`config.mk`:
```
export PLATFORM = sky130hd
export DESIGN_NAME = pst_status_reg
export DESIGN_NICKNAME = d
export VERILOG_FILES = /design/src/logic/pst_pkg.sv /design/src/logic/pst_status_reg.sv /design/src/logic/pst_sticky_flag.sv
export SDC_FILE = /design/constraint.sdc
export NUM_CORES = 1
export LEC_CHECK = 0
export BUFFER_PORTS_ARGS = -buffer_cell sky130_fd_sc_hd__buf_4
export CORE_UTILIZATION = 34
export DETAILED_ROUTE_END_ITERATION = 7
export GPL_TIMING_DRIVEN = 0
export MAX_ROUTING_LAYER = met4
export PLACE_DENSITY = 0.77
export SLEW_MARGIN = 40
export SYNTH_ARGS = -nofsm -noshare
export SYNTH_HDL_FRONTEND = slang
export SYNTH_SLANG_ARGS = --single-unit
```
`constraint.sdc`:
```
create_clock -name sys_clk -period 1.9 [get_ports sys_clk]
set_input_delay 0.38 -clock sys_clk [delete_from_list [all_inputs] [get_ports sys_clk]]
set_output_delay 0.38 -clock sys_clk [all_outputs]
set_load 0.05 [all_outputs]
```
`src/logic/pst_pkg.sv`:
```
// Purpose: Constants for the PCI function status register block
// Assumes: 16-bit status word at configuration offset 0x06
// Notes: Field positions are used by the design; the bench uses only STATUS_OFFSET; STATUS_RESET is unused
package pst_pkg;
   localparam logic [7:0] STATUS_OFFSET = 8'h06;
   localparam logic [15:0] STATUS_RESET = 16'h0230;
   localparam int BIT_DETECTED_PARITY = 15;
   localparam int BIT_SIGNALLED_SYSERR = 14;
   localparam int BIT_RECEIVED_MASTER_ABORT = 13;
   localparam int BIT_RECEIVED_TARGET_ABORT = 12;
   localparam int BIT_SIGNALLED_TARGET_ABORT = 11;
   localparam int BIT_DEVSEL_HI = 10;
   localparam int BIT_DEVSEL_LO = 9;
   localparam int BIT_MASTER_DATA_PARITY = 8;
   localparam int BIT_FAST_B2B = 7;
   localparam int BIT_USER_FEATURES = 6;
   localparam int BIT_HIGH_SPEED = 5;
   localparam int BIT_CAP_LIST = 4;
   localparam int BIT_INT_STATUS = 3;
   localparam logic [1:0] DEVSEL_MEDIUM = 2'h1;
   localparam logic FAST_B2B_VALUE = 1'h0;
   localparam logic USER_FEATURES_VALUE = 1'h0;
   localparam logic HIGH_SPEED_VALUE = 1'h1;
   localparam logic CAP_LIST_VALUE = 1'h1;
   localparam logic [2:0] RESERVED_LOW = 3'h0;
   localparam int NUM_ERR_FLAGS = 6;
endpackage

```
`src/logic/pst_status_reg.sv`:
```
// Purpose: PCI function status register with sticky error flags
// Assumes: Configuration access decoded upstream to a 16-bit read/write strobe
// Assumes: Bus event inputs are already synchronous to sys_clk
// Notes: Command-register controls arrive as plain inputs
// Notes: An error event in the clearing cycle keeps its flag set
// Function
// - Set bit 15 on any address or data parity error seen on the bus.
// - Set bit 14 when system error enabled and the function asserted system error.
// - Set bit 13 when a self-initiated cycle ends by master abort.
// - Set bit 12 when a self-initiated cycle is ended by target abort.
// - Set bit 11 when the function, as target, signals target abort.
// - Bits 10 to 9 read constant 01b, medium device-select timing.
// - Set bit 8 on parity error while master with parity response enabled.
// - Bit 7 reads constant 0, no fast back-to-back as target.
// - Bit 6 reads constant 0, no user-definable features.
// - Bit 5 reads constant 1, capable of 66 MHz clock.
// - Bit 4 reads constant 1, capability list with power management exists.
// - Bit 3 shows live interrupt; interrupt line asserts only when not disabled.
// - Interrupt disable masks only the line, never status bit 3.
// - Bits 2 to 0 read zero; writes ignored.
module pst_status_reg
(
   input wire logic sys_clk,
   input wire logic rst_n,
   input wire logic cfg_rd,
   input wire logic cfg_wr,
   input wire logic [7:0] cfg_addr,
   input wire logic [15:0] cfg_wdata,
   output logic [15:0] cfg_rdata_q,
   input wire logic address_parity_error,
   input wire logic data_parity_error,
   input wire logic system_error_enable,
   input wire logic system_error_asserted,
   input wire logic master_abort_received,
   input wire logic target_abort_received,
   input wire logic target_abort_signalled,
   input wire logic parity_error_seen,
   input wire logic bus_master_phase,
   input wire logic parity_response_enable,
   input wire logic interrupt_pending,
   input wire logic interrupt_disable,
   output logic intx_q
);
   // ---------------------------------------------------------------
   // Error events and write-one-to-clear decode
   // ---------------------------------------------------------------
   logic [pst_pkg::NUM_ERR_FLAGS-1:0] set_vec;
   logic [pst_pkg::NUM_ERR_FLAGS-1:0] clr_vec;
   logic [pst_pkg::NUM_ERR_FLAGS-1:0] flag_vec;
   logic status_wr;
   logic status_rd;
   logic [15:0] status_word;
   logic [15:0] cfg_rdata_d;
   logic intx_d;
   logic detected_parity_error_flag;
   logic signalled_system_error_flag;
   logic received_master_abort_flag;
   logic received_target_abort_flag;
   logic signalled_target_abort_flag;
   logic master_data_parity_error_flag;
   logic addr_hit;

   // Positions of the error flags within the flag vectors
   localparam int IDX_PARITY = 5;
   localparam int IDX_SYSTEM_ERROR = 4;
   localparam int IDX_MASTER_ABORT = 3;
   localparam int IDX_TARGET_ABORT_RX = 2;
   localparam int IDX_TARGET_ABORT_TX = 1;
   localparam int IDX_MASTER_PARITY = 0;

   // ---------------------------------------------------------------
   // Configuration access decode
   // ---------------------------------------------------------------
   always_comb
   begin
      addr_hit = 1'b0;
      if (cfg_addr == pst_pkg::STATUS_OFFSET)
      begin
         addr_hit = 1'b1;
      end
   end

   // A write at the status offset wins over a read in the same cycle
   always_comb
   begin
      status_wr = 1'b0;
      status_rd = 1'b0;
      if (cfg_wr && addr_hit)
      begin
         status_wr = 1'b1;
      end
      else if (cfg_rd && addr_hit)
      begin
         status_rd = 1'b1;
      end
   end

   // ---------------------------------------------------------------
   // Flag set and clear events
   // ---------------------------------------------------------------
   // A level held high sets its flag again on every cycle
   always_comb
   begin
      set_vec = '0;
      if (address_parity_error || data_parity_error)
      begin
         set_vec[IDX_PARITY] = 1'b1;
      end
      if (system_error_enable && system_error_asserted)
      begin
         set_vec[IDX_SYSTEM_ERROR] = 1'b1;
      end
      if (master_abort_received)
      begin
         set_vec[IDX_MASTER_ABORT] = 1'b1;
      end
      if (target_abort_received)
      begin
         set_vec[IDX_TARGET_ABORT_RX] = 1'b1;
      end
      if (target_abort_signalled)
      begin
         set_vec[IDX_TARGET_ABORT_TX] = 1'b1;
      end
      if (parity_error_seen && bus_master_phase && parity_response_enable)
      begin
         set_vec[IDX_MASTER_PARITY] = 1'b1;
      end
   end

   // Write one to clear; a zero leaves the flag alone
   always_comb
   begin
      clr_vec = '0;
      if (status_wr)
      begin
         clr_vec[IDX_PARITY] = cfg_wdata[pst_pkg::BIT_DETECTED_PARITY];
         clr_vec[IDX_SYSTEM_ERROR] = cfg_wdata[pst_pkg::BIT_SIGNALLED_SYSERR];
         clr_vec[IDX_MASTER_ABORT] = cfg_wdata[pst_pkg::BIT_RECEIVED_MASTER_ABORT];
         clr_vec[IDX_TARGET_ABORT_RX] = cfg_wdata[pst_pkg::BIT_RECEIVED_TARGET_ABORT];
         clr_vec[IDX_TARGET_ABORT_TX] = cfg_wdata[pst_pkg::BIT_SIGNALLED_TARGET_ABORT];
         clr_vec[IDX_MASTER_PARITY] = cfg_wdata[pst_pkg::BIT_MASTER_DATA_PARITY];
      end
   end

   // ---------------------------------------------------------------
   // Sticky flags
   // ---------------------------------------------------------------
   // One sticky flag per error bit, a set winning over a clear
   genvar gi;
   generate
      for (gi = 0; gi < pst_pkg::NUM_ERR_FLAGS; gi++)
      begin : g_flag
         pst_sticky_flag u_flag
         (
            .sys_clk(sys_clk),
            .rst_n(rst_n),
            .set_evt(set_vec[gi]),
            .clr_evt(clr_vec[gi]),
            .flag_q(flag_vec[gi])
         );
      end
   endgenerate

   // Named views of the flag vector
   assign detected_parity_error_flag = flag_vec[IDX_PARITY];
   assign signalled_system_error_flag = flag_vec[IDX_SYSTEM_ERROR];
   assign received_master_abort_flag = flag_vec[IDX_MASTER_ABORT];
   assign received_target_abort_flag = flag_vec[IDX_TARGET_ABORT_RX];
   assign signalled_target_abort_flag = flag_vec[IDX_TARGET_ABORT_TX];
   assign master_data_parity_error_flag = flag_vec[IDX_MASTER_PARITY];

   // ---------------------------------------------------------------
   // Status word and read data
   // ---------------------------------------------------------------
   // Constant fields are wired here; only the flags and bit 3 move
   always_comb
   begin
      status_word = 16'h0000;
      status_word[pst_pkg::BIT_DETECTED_PARITY] = detected_parity_error_flag;
      status_word[pst_pkg::BIT_SIGNALLED_SYSERR] = signalled_system_error_flag;
      status_word[pst_pkg::BIT_RECEIVED_MASTER_ABORT] = received_master_abort_flag;
      status_word[pst_pkg::BIT_RECEIVED_TARGET_ABORT] = received_target_abort_flag;
      status_word[pst_pkg::BIT_SIGNALLED_TARGET_ABORT] = signalled_target_abort_flag;
      status_word[pst_pkg::BIT_DEVSEL_HI:pst_pkg::BIT_DEVSEL_LO] = pst_pkg::DEVSEL_MEDIUM;
      status_word[pst_pkg::BIT_MASTER_DATA_PARITY] = master_data_parity_error_flag;
      status_word[pst_pkg::BIT_FAST_B2B] = pst_pkg::FAST_B2B_VALUE;
      status_word[pst_pkg::BIT_USER_FEATURES] = pst_pkg::USER_FEATURES_VALUE;
      status_word[pst_pkg::BIT_HIGH_SPEED] = pst_pkg::HIGH_SPEED_VALUE;
      status_word[pst_pkg::BIT_CAP_LIST] = pst_pkg::CAP_LIST_VALUE;
      status_word[pst_pkg::BIT_INT_STATUS] = interrupt_pending;
      status_word[2:0] = pst_pkg::RESERVED_LOW;
   end

   // Read data stand for one cycle only; any other cycle returns zero
   always_comb
   begin
      cfg_rdata_d = 16'h0000;
      if (rst_n && status_rd)
      begin
         cfg_rdata_d = status_word;
      end
   end

   always_ff @(posedge sys_clk)
   begin
      cfg_rdata_q <= cfg_rdata_d;
   end

   // ---------------------------------------------------------------
   // Interrupt line
   // ---------------------------------------------------------------
   // Disable masks only the line; bit 3 keeps showing the pending state
   always_comb
   begin
      intx_d = 1'b0;
      if (rst_n && !interrupt_disable)
      begin
         intx_d = interrupt_pending;
      end
   end

   always_ff @(posedge sys_clk)
   begin
      intx_q <= intx_d;
   end
endmodule

```
`src/logic/pst_sticky_flag.sv`:
```
// Purpose: One write-one-to-clear sticky error flag
// Assumes: Synchronous active-low reset
// Notes: A set in the clearing cycle wins over the clear
module pst_sticky_flag
(
   input wire logic sys_clk,
   input wire logic rst_n,
   input wire logic set_evt,
   input wire logic clr_evt,
   output logic flag_q
);
   logic flag_d;

   always_comb
   begin
      flag_d = flag_q;
      if (set_evt)
      begin
         flag_d = 1'b1;
      end
      else if (clr_evt)
      begin
         flag_d = 1'b0;
      end
   end

   always_ff @(posedge sys_clk)
   begin
      if (!rst_n)
      begin
         flag_q <= 1'b0;
      end
      else
      begin
         flag_q <= flag_d;
      end
   end
endmodule

```
After elaboration in Yosys (flattened, before gate mapping)
Cells that the tools add are included.

word-level totals
  input bits = 40
  output and inout bits = 17
  flip-flop bits (word level) = 23
  word-level logic and storage cells = 49

operators by class
  equality and inequality tests = 1
  multiplexer cells = 24
  reduce and logical (&&, ||, !) cells = 15

operators with widths
  cell                                           count
  2-to-1 mux 1 bit                               22
  nonzero test 2 bit                             6
  2-to-1 mux 10 bit                              1
  == test 8 x 3 -> 1 bit, second input constant  1
  logical AND 1 bit                              7
  2-to-1 mux 6 bit                               1
  logical NOT 1 bit                              1
  logical OR 1 bit                               1

Logic depth before layout (Yosys ltp)
Gate-level depths: netlist of run 1.

  word-level depth = 7
  mapped depth = 3
  gate-level depth less buffers = 3

Hierarchy
A second synthesis of run 1 with hierarchy kept.

second synthesis, totals
  cells, all modules = 73
  area total of the unflattened synthesis = 719.4 sq um

by module, submodules not included
  module           instances  seq. area each (sq um)  area an instance (sq um)  cells an instance
  pst_status_reg   1          180.2                   471.7                     55
  pst_sticky_flag  6          20.0                    41.3                      3

Worst setup path before layout of run 1
Ideal clock, no wire load.

  path type = in2reg
  start point = in cfg_addr[5]
  end point = reg g_flag[0].u_flag.flag_q
  path buffers = 0
  path slack = 0.421 ns
  cell stages on the path = 3
  data required time = 1.761 ns
  setup time = 0.139 ns
  arrival = 1.340 ns
  cells stage by stage = or4_4 nor3_2 a311oi_1

on the way
  longest elaborated chain between the ends = 6

ends and longest elaborated chain
  what                          RTL line               source
  from (decl)                   pst_status_reg.sv:27   input wire logic [7:0] cfg_addr,
  == test 8 x 3 -> 1 bit        pst_status_reg.sv:77   if (cfg_addr == pst_pkg::STATUS_OFFSET)
  2-to-1 mux 1 bit              pst_status_reg.sv:77
  logical AND 1 bit             pst_status_reg.sv:88   if (cfg_wr && addr_hit)
  2-to-1 mux 1 bit              pst_status_reg.sv:88
  2-to-1 mux 6 bit              pst_status_reg.sv:135  if (status_wr)
  nonzero test 2 bit (no line)  n/a
  to (signal assigned)          pst_sticky_flag.sv:35  flag_q <= flag_d;
  to (decl)                     pst_sticky_flag.sv:10  output logic flag_q

Every way passes these cells.
A chain may end at the register's enable or synchronous reset.

Worst setup path after layout of run 1
  start point = in cfg_addr[5]
  end point = reg g_flag[4].u_flag.flag_q

on the way
  longest elaborated chain between the ends = 6

ends and longest elaborated chain
  what                          RTL line
  == test 8 x 3 -> 1 bit        pst_status_reg.sv:77
  2-to-1 mux 1 bit              pst_status_reg.sv:77
  logical AND 1 bit             pst_status_reg.sv:88
  2-to-1 mux 1 bit              pst_status_reg.sv:88
  2-to-1 mux 6 bit              pst_status_reg.sv:135
  nonzero test 2 bit (no line)  n/a
  to (signal assigned)          pst_sticky_flag.sv:35
  to (decl)                     pst_sticky_flag.sv:10

Every way passes these cells.

==> flow_metrics.tcl, run 1 <==
set metrics [dict create \
    synth_top_area_share_pct 51.7 \
    p_sw_share_pct 24.5 \
    grt_antenna_before_repair 0 \
    p_switching_uw 149 \
    root_buffer "clkbuf_4" \
    clock_latency_ns 0.27 \
    synthTopCellsByArea "dfxtp_1, buf_4, and2_1" \
    synth_seq_cells 15 \
    hold_class "in -> reg" \
    internal_power_uw 461 \
    die_w_um 43.3 \
    ant_nets 0 \
    clkTransAtPathRegs_ns 0.08 \
    max_cap_violations 0 \
    p_seq_share_pct 53.5 \
    num_vias 554 \
    coreArea_um2 1560 \
    drc 8 \
    syn_avg_cell_area_um2 10.2 \
    power.density_nw_per_um2 646 \
    post-synth-top-area-cell "dfxtp_1" \
    ctsResizeCount 0 \
    port_buffers 40 \
    area_growth_syn_to_layout_pct 62.9 \
    clk_path_buf_depth 2 \
    leakage_nw 0.482 \
    gp_congestion 0.659 \
    holdWs_ns 0.260 \
    fmax_mhz 691 \
    fin_setup_tns_ns 0 \
    wl_per_cell_um 10.5 \
    rows 14 \
    synth_cell_types 18 \
    synth-seq-area-share_pct 51.7 \
    design.die.area_um2 1880 \
    p_clk_share_pct 28.3 \
    rsz0062_at_grt "no" \
    mappedNetlistArea_um2 581 \
    initial_core_util_pct 37.2 \
    irDropWorstVdd_uv 336 \
    p_comb_share_pct 18.1 \
    syn_inst 57 \
    critical_path_class "in -> reg" \
    grt_usage_pct 15.4 \
    crit_fanout 6 \
    antennaDiodeCount 0 \
    nets 147 \
    clock_sinks 15 \
    setup_viol 0 \
    cts_tree "yes" \
    critical_path_required_ns 2.03 \
    grt_pass1_wl_mm 2.11 \
    hold_violations 0 \
    htree_levels 1 \
    postCtsHoldBufs 0 \
    violations "design-rule violations" \
    vias_per_cell 4.54 \
    finalMaxSlewViolations 0 \
    wl_mm 1.28 \
    drive_above_1_share_pct 50.9 \
    drt_iter0_drc 21 \
    skew_ns 0.000148 \
    crit_arrival_ns 1.58 \
    gr-total-overflow 0 \
    ys.warnings.count 0 \
    post-route-min-period_ns 1.45 \
    post_cts_buffers 0 \
    cts_buffers 3 \
    grt_max_degree 9 \
    die_h_um 43.3 \
    outcome "complete, but fails checks" \
    grt_pass1_vias 516 \
    endpoint_kind "register" \
    firstDrtPassIters 6 \
    period_share_pct 76.2 \
    io_pins 57 \
    hpwlAfterDp_mm 1.02 \
    setup.worst_path.start_class "primary input" \
]
## worst max-delay path: stages
cell and delay, ns:
buf_4 0.11, or4_4 0.55, nor3_2 0.38, a311oi_1 0.16
## cell families after synthesis
| group | Yosys count | synth area share [%] |
|---|---|---|
| other cells | 1 | 0.646 |
| compound gates | 12 | 13.1 |
| flops | 15 | 51.7 |
| simple gates | 16 | 20.9 |
| buf+inv | 13 | 13.6 |
## path summary, 6_finish.rpt
check	startpoint	endpoint	slack [ns]	depth (start not counted)
hold / removal	interrupt_disable	intx_q	0.26	2
setup / recovery	cfg_addr[5]	g_flag[4].u_flag.flag_q	0.45	4
setup reg to reg	g_flag[5].u_flag.flag_q	g_flag[5].u_flag.flag_q	1.18	2
hold reg to reg	g_flag[3].u_flag.flag_q	cfg_rdata_q[13]	0.46	1
## cells in the mapped netlist, drive strengths merged
| master | instances |
|---|---|
| a21oi | 1 |
| a311oi | 2 |
| a31oi | 5 |
| and2 | 7 |
| buf | 8 |
| conb | 1 |
| dfxtp | 15 |
| inv | 5 |
| nand2 | 2 |
| nand3 | 1 |
| nand4bb | 1 |
| nor2 | 1 |
| nor3 | 1 |
| nor3b | 1 |
| nor4 | 1 |
| o21ai | 3 |
| o31ai | 1 |
| or4 | 1 |
## through the flow
| step | instances | utilization, % | total power, mW | setup slack, ns | cell area, um2 |
|---|---|---|---|---|---|
| 3_5_place_dp | 118 | 59.0 | 0.445 | 0.144 | 920 |
| 4_1_cts | 122 | 60.7 | 0.613 | 0.432 | 946 |
| 2_1_floorplan | 62 | - | 0.390 | 0.421 | 599 |
| 6_report | 122 | 60.7 | 0.611 | 0.453 | 946 |
| 3_3_place_gp | 118 | 59.0 | 0.442 | 0.139 | 920 |
| 5_1_grt | 122 | 60.7 | 0.637 | 0.408 | 946 |
## placed cells by master, fill, tap and decap left out
| cell | n |
|---|---|
| dfxtp_1 | 15 |
| nand3_1 | 1 |
| clkbuf_1 | 1 |
| clkbuf_4 | 3 |
| a31oi_1 | 5 |
| o31ai_1 | 1 |
| o21ai_0 | 3 |
| nor3b_1 | 1 |
| nor4_4 | 1 |
| a311oi_1 | 2 |
| conb_1 | 6 |
| a21oi_1 | 1 |
| inv_1 | 5 |
| nor3_2 | 1 |
| buf_4 | 48 |
| nand4bb_1 | 1 |
| nor2_1 | 1 |
| or4_4 | 1 |
| and2_1 | 7 |
| nand2_1 | 2 |
## routing by layer
layer / track usage [%] / share of wire [%] / up-vias
met5: - / 0 / -
met4: 3.75 / 0 / 0
met3: 2.55 / 9.2 / 0
met2: 30.6 / 54 / 28
met1: 15.1 / 37 / 243
li1: - / - / 283
## sequential cells by signal (all words and copies together) (netlist names)
signal / count
cfg_rdata_q: 8
g_flag.u_flag.flag_q: 6
intx_q: 1
## layout make-up
class / instances / area [um2]
Multi-Input combinational cell: 34 / 220
Tap cell: 16 / 20.0
Timing Repair Buffer: 40 / 300
Buffer: 8 / 60.1
Inverter: 5 / 18.8
Clock buffer: 4 / 26.3
Fill cell: 143 / 613
Sequential cell: 15 / 300
## power by group through the flow
stage	logic, mW	registers, mW	clock network, mW
after floorplan	0.0529	0.337	0
after global placement	0.108	0.334	0
final	0.111	0.327	0.173
after global routing	0.119	0.329	0.189
after detailed placement	0.110	0.334	0
after CTS	0.111	0.327	0.175
(Power assumes the default switching activity.)
==> inputs of run 2 (changes only) <==
--- a/config.mk
+++ b/config.mk
@@ -5,12 +5,13 @@
 export SDC_FILE = /design/constraint.sdc
 export NUM_CORES = 1
 export LEC_CHECK = 0
+export ABC_AREA = 1
 export BUFFER_PORTS_ARGS = -buffer_cell sky130_fd_sc_hd__buf_4
-export CORE_UTILIZATION = 34
+export CORE_UTILIZATION = 31
 export DETAILED_ROUTE_END_ITERATION = 7
 export GPL_TIMING_DRIVEN = 0
 export MAX_ROUTING_LAYER = met4
-export PLACE_DENSITY = 0.77
+export PLACE_DENSITY = 0.74
 export SLEW_MARGIN = 40
 export SYNTH_ARGS = -nofsm -noshare
 export SYNTH_HDL_FRONTEND = slang
==> constraint.sdc (replaced) <==
create_clock -name sys_clk -period 1.29 [get_ports sys_clk]
set_input_delay 0.258 -clock sys_clk [delete_from_list [all_inputs] [get_ports sys_clk]]
set_output_delay 0.258 -clock sys_clk [all_outputs]
set_load 0.05 [all_outputs]
==> run 2 against run 1 <==
The flow now finishes without violations. Clock power is 46% higher. Combinational power is 48% higher. Sequential power is 48% higher. Non-clock buffer count stayed put. Clock skew hardly changed. Critical path depth is 2 lower. Via count is 10% higher. Worst setup slack worse by 0.33 ns. Register-to-register slack worse by 0.46 ns. Highest routed layer is now met4.
==> flow_metrics.tcl, run 2 <==
set metrics [dict create \
    ys.warnings.count 0 \
    hold_violations 0 \
    hold_class "in -> reg" \
    fmax_mhz 855 \
    rsz0062_at_grt "no" \
    critical_path_required_ns 1.03 \
    top_regs "cfg_rdata_q x8, g_flag.u_flag.flag_q x6, intx_q x1" \
    firstDrtPassIters 4 \
    fin_area_um2 975 \
    p_comb_share_pct 18.2 \
    crit_arrival_ns 0.91 \
    irDropWorstVdd_uv 386 \
    syn_avg_cell_area_um2 7.97 \
    placed_cell_area_um2 948 \
    skew_ns 0.000280 \
    cts_tree "yes" \
    holdPathStages 2 \
    initial_core_util_pct 33.9 \
    postCtsHoldBufs 0 \
    yosysMostFrequentCell "dfxtp_1" \
    drive_above_1_share_pct 42.7 \
    cts_buffers 3 \
    setup_viol 0 \
    vias_per_cell 4.11 \
    hpwlAfterDp_mm 1.02 \
    post-route-min-period_ns 1.17 \
    internal_power_uw 678 \
    wl_mm 1.24 \
    die_h_um 45.9 \
    p_seq_share_pct 53.7 \
    htree_levels 1 \
    synthTopCellsByArea "dfxtp_1, buf_4, inv_1" \
    finalMaxSlewViolations 0 \
    setup.worst_path.start_class "register" \
    rows 15 \
    post_cts_buffers 0 \
    design.die.area_um2 2110 \
    io_pins 57 \
    dp_slack_ns 0.121 \
    max_cap_violations 0 \
    grt_pass1_vias 473 \
    synthArstFlopShare_pct 0 \
    drt_iter0_drc 3 \
    layout_common_cells "buf_4, dfxtp_1, inv_1" \
    largest_register "cfg_rdata_q" \
    ant_nets 0 \
    clock_sinks 15 \
    synth_seq_cells 15 \
    grt_usage_pct 13.0 \
    period_share_pct 90.6 \
    power.density_nw_per_um2 924 \
    setup_slack_ns 0.121 \
    p_clk_share_pct 28.1 \
    final_common_cell "buf_4" \
    largest_reg_flops 8 \
    synth_edf_count 0 \
    grt_antenna_before_repair 0 \
    clk_path_buf_depth 2 \
    post-synth-top-area-cell "dfxtp_1" \
    mappedNetlistArea_um2 598 \
    fin_setup_tns_ns 0 \
    synth_top_flop_cell "dfxtp_1" \
    worstRegToRegCells 2 \
    endpoint_kind "primary output" \
    root_buffer "clkbuf_4" \
    crit_fanout 3 \
    gr-total-overflow 0 \
    clock_latency_ns 0.27 \
    p_sw_share_pct 24.6 \
    nets 165 \
    coreArea_um2 1760 \
    area_growth_syn_to_layout_pct 63.0 \
    syn_inst 75 \
    grt_max_degree 9 \
    synth_top_area_share_pct 50.2 \
    antennaDiodeCount 0 \
    grt_pass1_wl_mm 1.84 \
    p_switching_uw 222 \
    clkTransAtPathRegs_ns 0.08 \
    wl_per_cell_um 8.32 \
    drc 0 \
    outcome "finished, final reports clean" \
    critical_path_class "reg -> out" \
    gp_congestion 0.714 \
    synth_cell_types 11 \
    port_buffers 40 \
    ctsResizeCount 0 \
    num_vias 612 \
    leakage_nw 0.526 \
    die_w_um 45.9 \
    synth-seq-area-share_pct 50.2 \
    synth_common_cells "dfxtp_1, inv_1, nor2_1, nand2_1, buf_4" \
]
==> run 2: cell types whose count changed in the layout (fill, tap and decap cells not counted), moves of 2 or more <==
cell / before / now
nor2_1: 1 / 11
inv_1: 5 / 14
nand2_1: 2 / 10
and2_1: 7 / 0
nand3_1: 1 / 7
a21oi_1: 1 / 6
a31oi_1: 5 / 0
o21ai_0: 3 / 0
a311oi_1: 2 / 0
==> run 2: worst max-delay path, stage by stage (launching register included) <==
cell     delay (ns)
dfxtp_1        0.35
buf_4          0.11
buf_4          0.18
==> run 2: routing by layer <==
metal | GRT usage [%] | up-vias | routed length [um]
met4 | 8.82 | 0 | 12
met3 | 4.37 | 2 | 183
met5 | - | - | 0
li1 | - | 311 | -
met1 | 14.2 | 257 | 502
met2 | 19.7 | 42 | 541
==> run 2: final timing paths <==
| check | startpoint | endpoint | slack, ns |
|---|---|---|---|
| worst max-delay path | cfg_rdata_q[5] | cfg_rdata_q[9] | 0.12 |
| worst min-delay path | interrupt_disable | intx_q | 0.13 |
| worst max register to register | g_flag[3].u_flag.flag_q | g_flag[3].u_flag.flag_q | 0.72 |
| worst min register to register | g_flag[4].u_flag.flag_q | cfg_rdata_q[14] | 0.43 |
==> run 2: area by class of cell <==
class / count / area (um2)
fillers: 189 / 790
flip-flops and latches: 15 / 300
repair buffers: 40 / 300
multi-input cells: 43 / 204
plain buffers: 8 / 60.1
inverters: 14 / 52.6
well taps: 25 / 31.3
clock buffers: 4 / 26.3
==> run 2: per-stage QoR <==
stage	total power, mW	utilization, %	hold WS [ns]	cells
finish	0.900	55.2	0.133	149
global route	0.946	55.2	0.116	149
CTS	0.913	55.2	0.124	149
detailed placement	0.658	53.8	0.420	145
global placement	0.655	53.8	0.411	145
floorplan	0.578	-	0.336	80
==> run 2: power by group through the flow <==
stage          combinational (mW)  clock [mW]  sequential [mW]
6_report                    0.164       0.253            0.483
3_3_place_gp                0.161           0            0.493
5_1_grt                     0.178       0.283            0.485
3_5_place_dp                0.164           0            0.494
2_1_floorplan              0.0808           0            0.497
4_1_cts                     0.165       0.265            0.483
==> run 2: logic make-up after synthesis <==
logic type      after synthesis  synth area share [%]
buf+inv                      22                  18.8
simple gates                 31                  25.3
compound gates                6                  5.02
flops                        15                  50.2
other cells                   1                 0.627
==> inputs of run 3 (changes only) <==
--- a/config.mk
+++ b/config.mk
@@ -7,12 +7,13 @@
 export LEC_CHECK = 0
 export ABC_AREA = 1
 export BUFFER_PORTS_ARGS = -buffer_cell sky130_fd_sc_hd__buf_4
-export CORE_UTILIZATION = 31
+export CORE_UTILIZATION = 40
 export DETAILED_ROUTE_END_ITERATION = 7
 export GPL_TIMING_DRIVEN = 0
 export MAX_ROUTING_LAYER = met4
-export PLACE_DENSITY = 0.74
+export PLACE_DENSITY = 0.82
 export SLEW_MARGIN = 40
 export SYNTH_ARGS = -nofsm -noshare
 export SYNTH_HDL_FRONTEND = slang
+export SYNTH_HIERARCHICAL = 1
 export SYNTH_SLANG_ARGS = --single-unit
==> constraint.sdc (replaced) <==
create_clock -name sys_clk -period 1.4 [get_ports sys_clk]
set_input_delay 0.28 -clock sys_clk [delete_from_list [all_inputs] [get_ports sys_clk]]
set_output_delay 0.28 -clock sys_clk [all_outputs]
set_load 0.05 [all_outputs]
==> run 3 against run 2 <==
The run now ends with design-rule violations left. Clock skew increased by 0.0025 ns. Register-to-register slack improved by 0.09 ns. Final cell count increased by 19%. Combinational power increased by 5%. Sequential power decreased by 7.9%.
==> flow_metrics.tcl, run 3 <==
set metrics [dict create \
    outcome "complete, but fails checks" \
    synth_edf_count 0 \
    area_growth_syn_to_layout_pct 52.1 \
    rows 15 \
    synth_top_area_share_pct 41.4 \
    grt_max_degree 10 \
    largest_reg_flops 8 \
    die_h_um 44.6 \
    endpoint_kind "primary output" \
    irDropWorstVdd_uv 410 \
    post_cts_buffers 0 \
    crit_fanout 3 \
    gp_congestion 0.644 \
    clkTransAtPathRegs_ns 0.09 \
    post-route-min-period_ns 1.22 \
    grt_pass1_vias 600 \
    setup_viol 0 \
    ctsResizeCount 0 \
    skew_ns 0.00279 \
    num_vias 676 \
    hold_class "in -> reg" \
    synth_cell_types 12 \
    critical_path_required_ns 1.12 \
    cp_cell_sequence "buf_4, buf_4" \
    cts_buffers 3 \
    crit_slowest_cell "dfxtp_1" \
    synth_top_flop_cell "dfxtp_1" \
    critical_path_class "reg -> out" \
    antennaDiodeCount 0 \
    mappedNetlistArea_um2 726 \
    post-synth-top-area-cell "dfxtp_1" \
    synth-seq-area-share_pct 41.4 \
    largest_register "cfg_rdata_q" \
    cts_tree "yes" \
    final_common_cell "buf_4" \
    clk_path_buf_depth 2 \
    fin_setup_tns_ns 0 \
    grt_usage_pct 16.9 \
    initial_core_util_pct 42.5 \
    drt_iter0_drc 11 \
    port_buffers 40 \
    coreArea_um2 1710 \
    top_regs "cfg_rdata_q x8, g_flag.u_flag/flag_q x6, intx_q x1" \
    max_cap_violations 0 \
    drive_above_1_share_pct 42.1 \
    fin_cells 177 \
    rsz0062_at_grt "no" \
    wl_mm 1.38 \
    leakage_nw 0.651 \
    grt_antenna_before_repair 0 \
    die_w_um 44.6 \
    critical_path_buf_inv_count 2 \
    drc 1 \
    ys.warnings.count 6 \
    design.die.area_um2 1990 \
    nets 193 \
    violations "design-rule violations" \
    fmax_mhz 821 \
    vias_per_cell 3.82 \
    layout_common_cells "buf_4, inv_1, nor2_1, dfxtp_1, nand2_1" \
    firstDrtPassIters 5 \
    clock_latency_ns 0.28 \
    finalMaxSlewViolations 0 \
    critical_path.top_delay_family "flip-flops" \
    grt_pass1_wl_mm 2.28 \
    syn_avg_cell_area_um2 7.05 \
    clock_sinks 15 \
    fillers 140 \
    synthArstFlopShare_pct 0 \
    setup.worst_path.start_class "register" \
    htree_levels 1 \
    postCtsHoldBufs 0 \
    crit_arrival_ns 0.94 \
    syn_inst 103 \
    hpwlAfterDp_mm 1.14 \
    power.density_nw_per_um2 777 \
    synth_seq_cells 15 \
    dp.cells 173 \
    hold_violations 0 \
    gr-total-overflow 0 \
    synth_common_cells "inv_1, dfxtp_1, nor2_1, nand2_1, buf_4" \
    root_buffer "clkbuf_4" \
    ant_nets 0 \
    cpMostUsedCell "buf_4" \
    cp_slowest_stage_delay_ns 0.36 \
    io_pins 57 \
    period_share_pct 87.0 \
    synthTopCellsByArea "dfxtp_1, inv_1, buf_4" \
    wl_per_cell_um 7.80 \
    yosysMostFrequentCell "inv_1" \
]
## run 3: changes by cell type in the layout (fill, tap and decap cells not counted), moves of 2 or more
cell | before | now
a21oi_1 | 6 | 0
a21oi_2 | 0 | 6
inv_1 | 14 | 39
nand2_1 | 10 | 12
nand3_1 | 7 | 0
nand3_2 | 0 | 2
nor2_1 | 11 | 15
## run 3: kinds of logic (layout without fill, tap and decap cells)
family / count (synthesis) / count (layout) / share of synthesized area, %
other: 1 / 6 / 0.517
AO/OA/AOI/OAI: 6 / 6 / 7.24
flip-flops: 15 / 15 / 41.4
AND/OR/NAND/NOR: 34 / 34 / 22.4
buffers and inverters: 47 / 91 / 28.4
## run 3: layer usage
layer	routed length, um	track usage, %
met1	518	16.0
met2	708	30.6
met3	137	3.27
met4	16	10.9
met5	0	-
## run 3: area by class of cell
type                            instances  area [um2]  area share, %
Buffer                                  8        60.1           5.44
Clock buffer                            3        22.5           2.04
Clock inverter                          1        5.00          0.454
Inverter                               39         146           13.3
Multi-Input combinational cell         46         238           21.5
Sequential cell                        15         300           27.2
Tap cell                               25        31.3           2.83
Timing Repair Buffer                   40         300           27.2
## run 3: worst paths after layout
path	slack (ns)	start	cells after the start	end
worst min-delay path	0.15	interrupt_disable	2	intx_q
worst max register to register	0.81	g_flag[5].u_flag/flag_q	2	g_flag[5].u_flag/flag_q
worst min register to register	0.43	g_flag[3].u_flag/flag_q	2	cfg_rdata_q[13]
worst max-delay path	0.18	cfg_rdata_q[5]	2	cfg_rdata_q[5]
## run 3: power by group
part	total, mW	switching (mW)	internal (mW)
logic	0.173	0.0885	0.0847
registers	0.445	0.00613	0.439
clock network	0.239	0.133	0.106
total	0.858	0.228	0.630
## run 3: metrics by stage
| step | setup slack [ns] | hold slack [ns] | util, % | instance area (um2) | power, mW |
|---|---|---|---|---|---|
| final | 0.182 | 0.148 | 64.6 | 1100 | 0.858 |
| after global routing | 0.139 | 0.139 | 64.6 | 1100 | 0.897 |
| after CTS | 0.169 | 0.149 | 64.6 | 1100 | 0.862 |
| after detailed placement | 0.175 | 0.416 | 63.0 | 1080 | 0.629 |
| after global placement | 0.244 | 0.412 | 63.0 | 1080 | 0.622 |
| after floorplan | 0.206 | 0.352 | - | 744 | 0.555 |
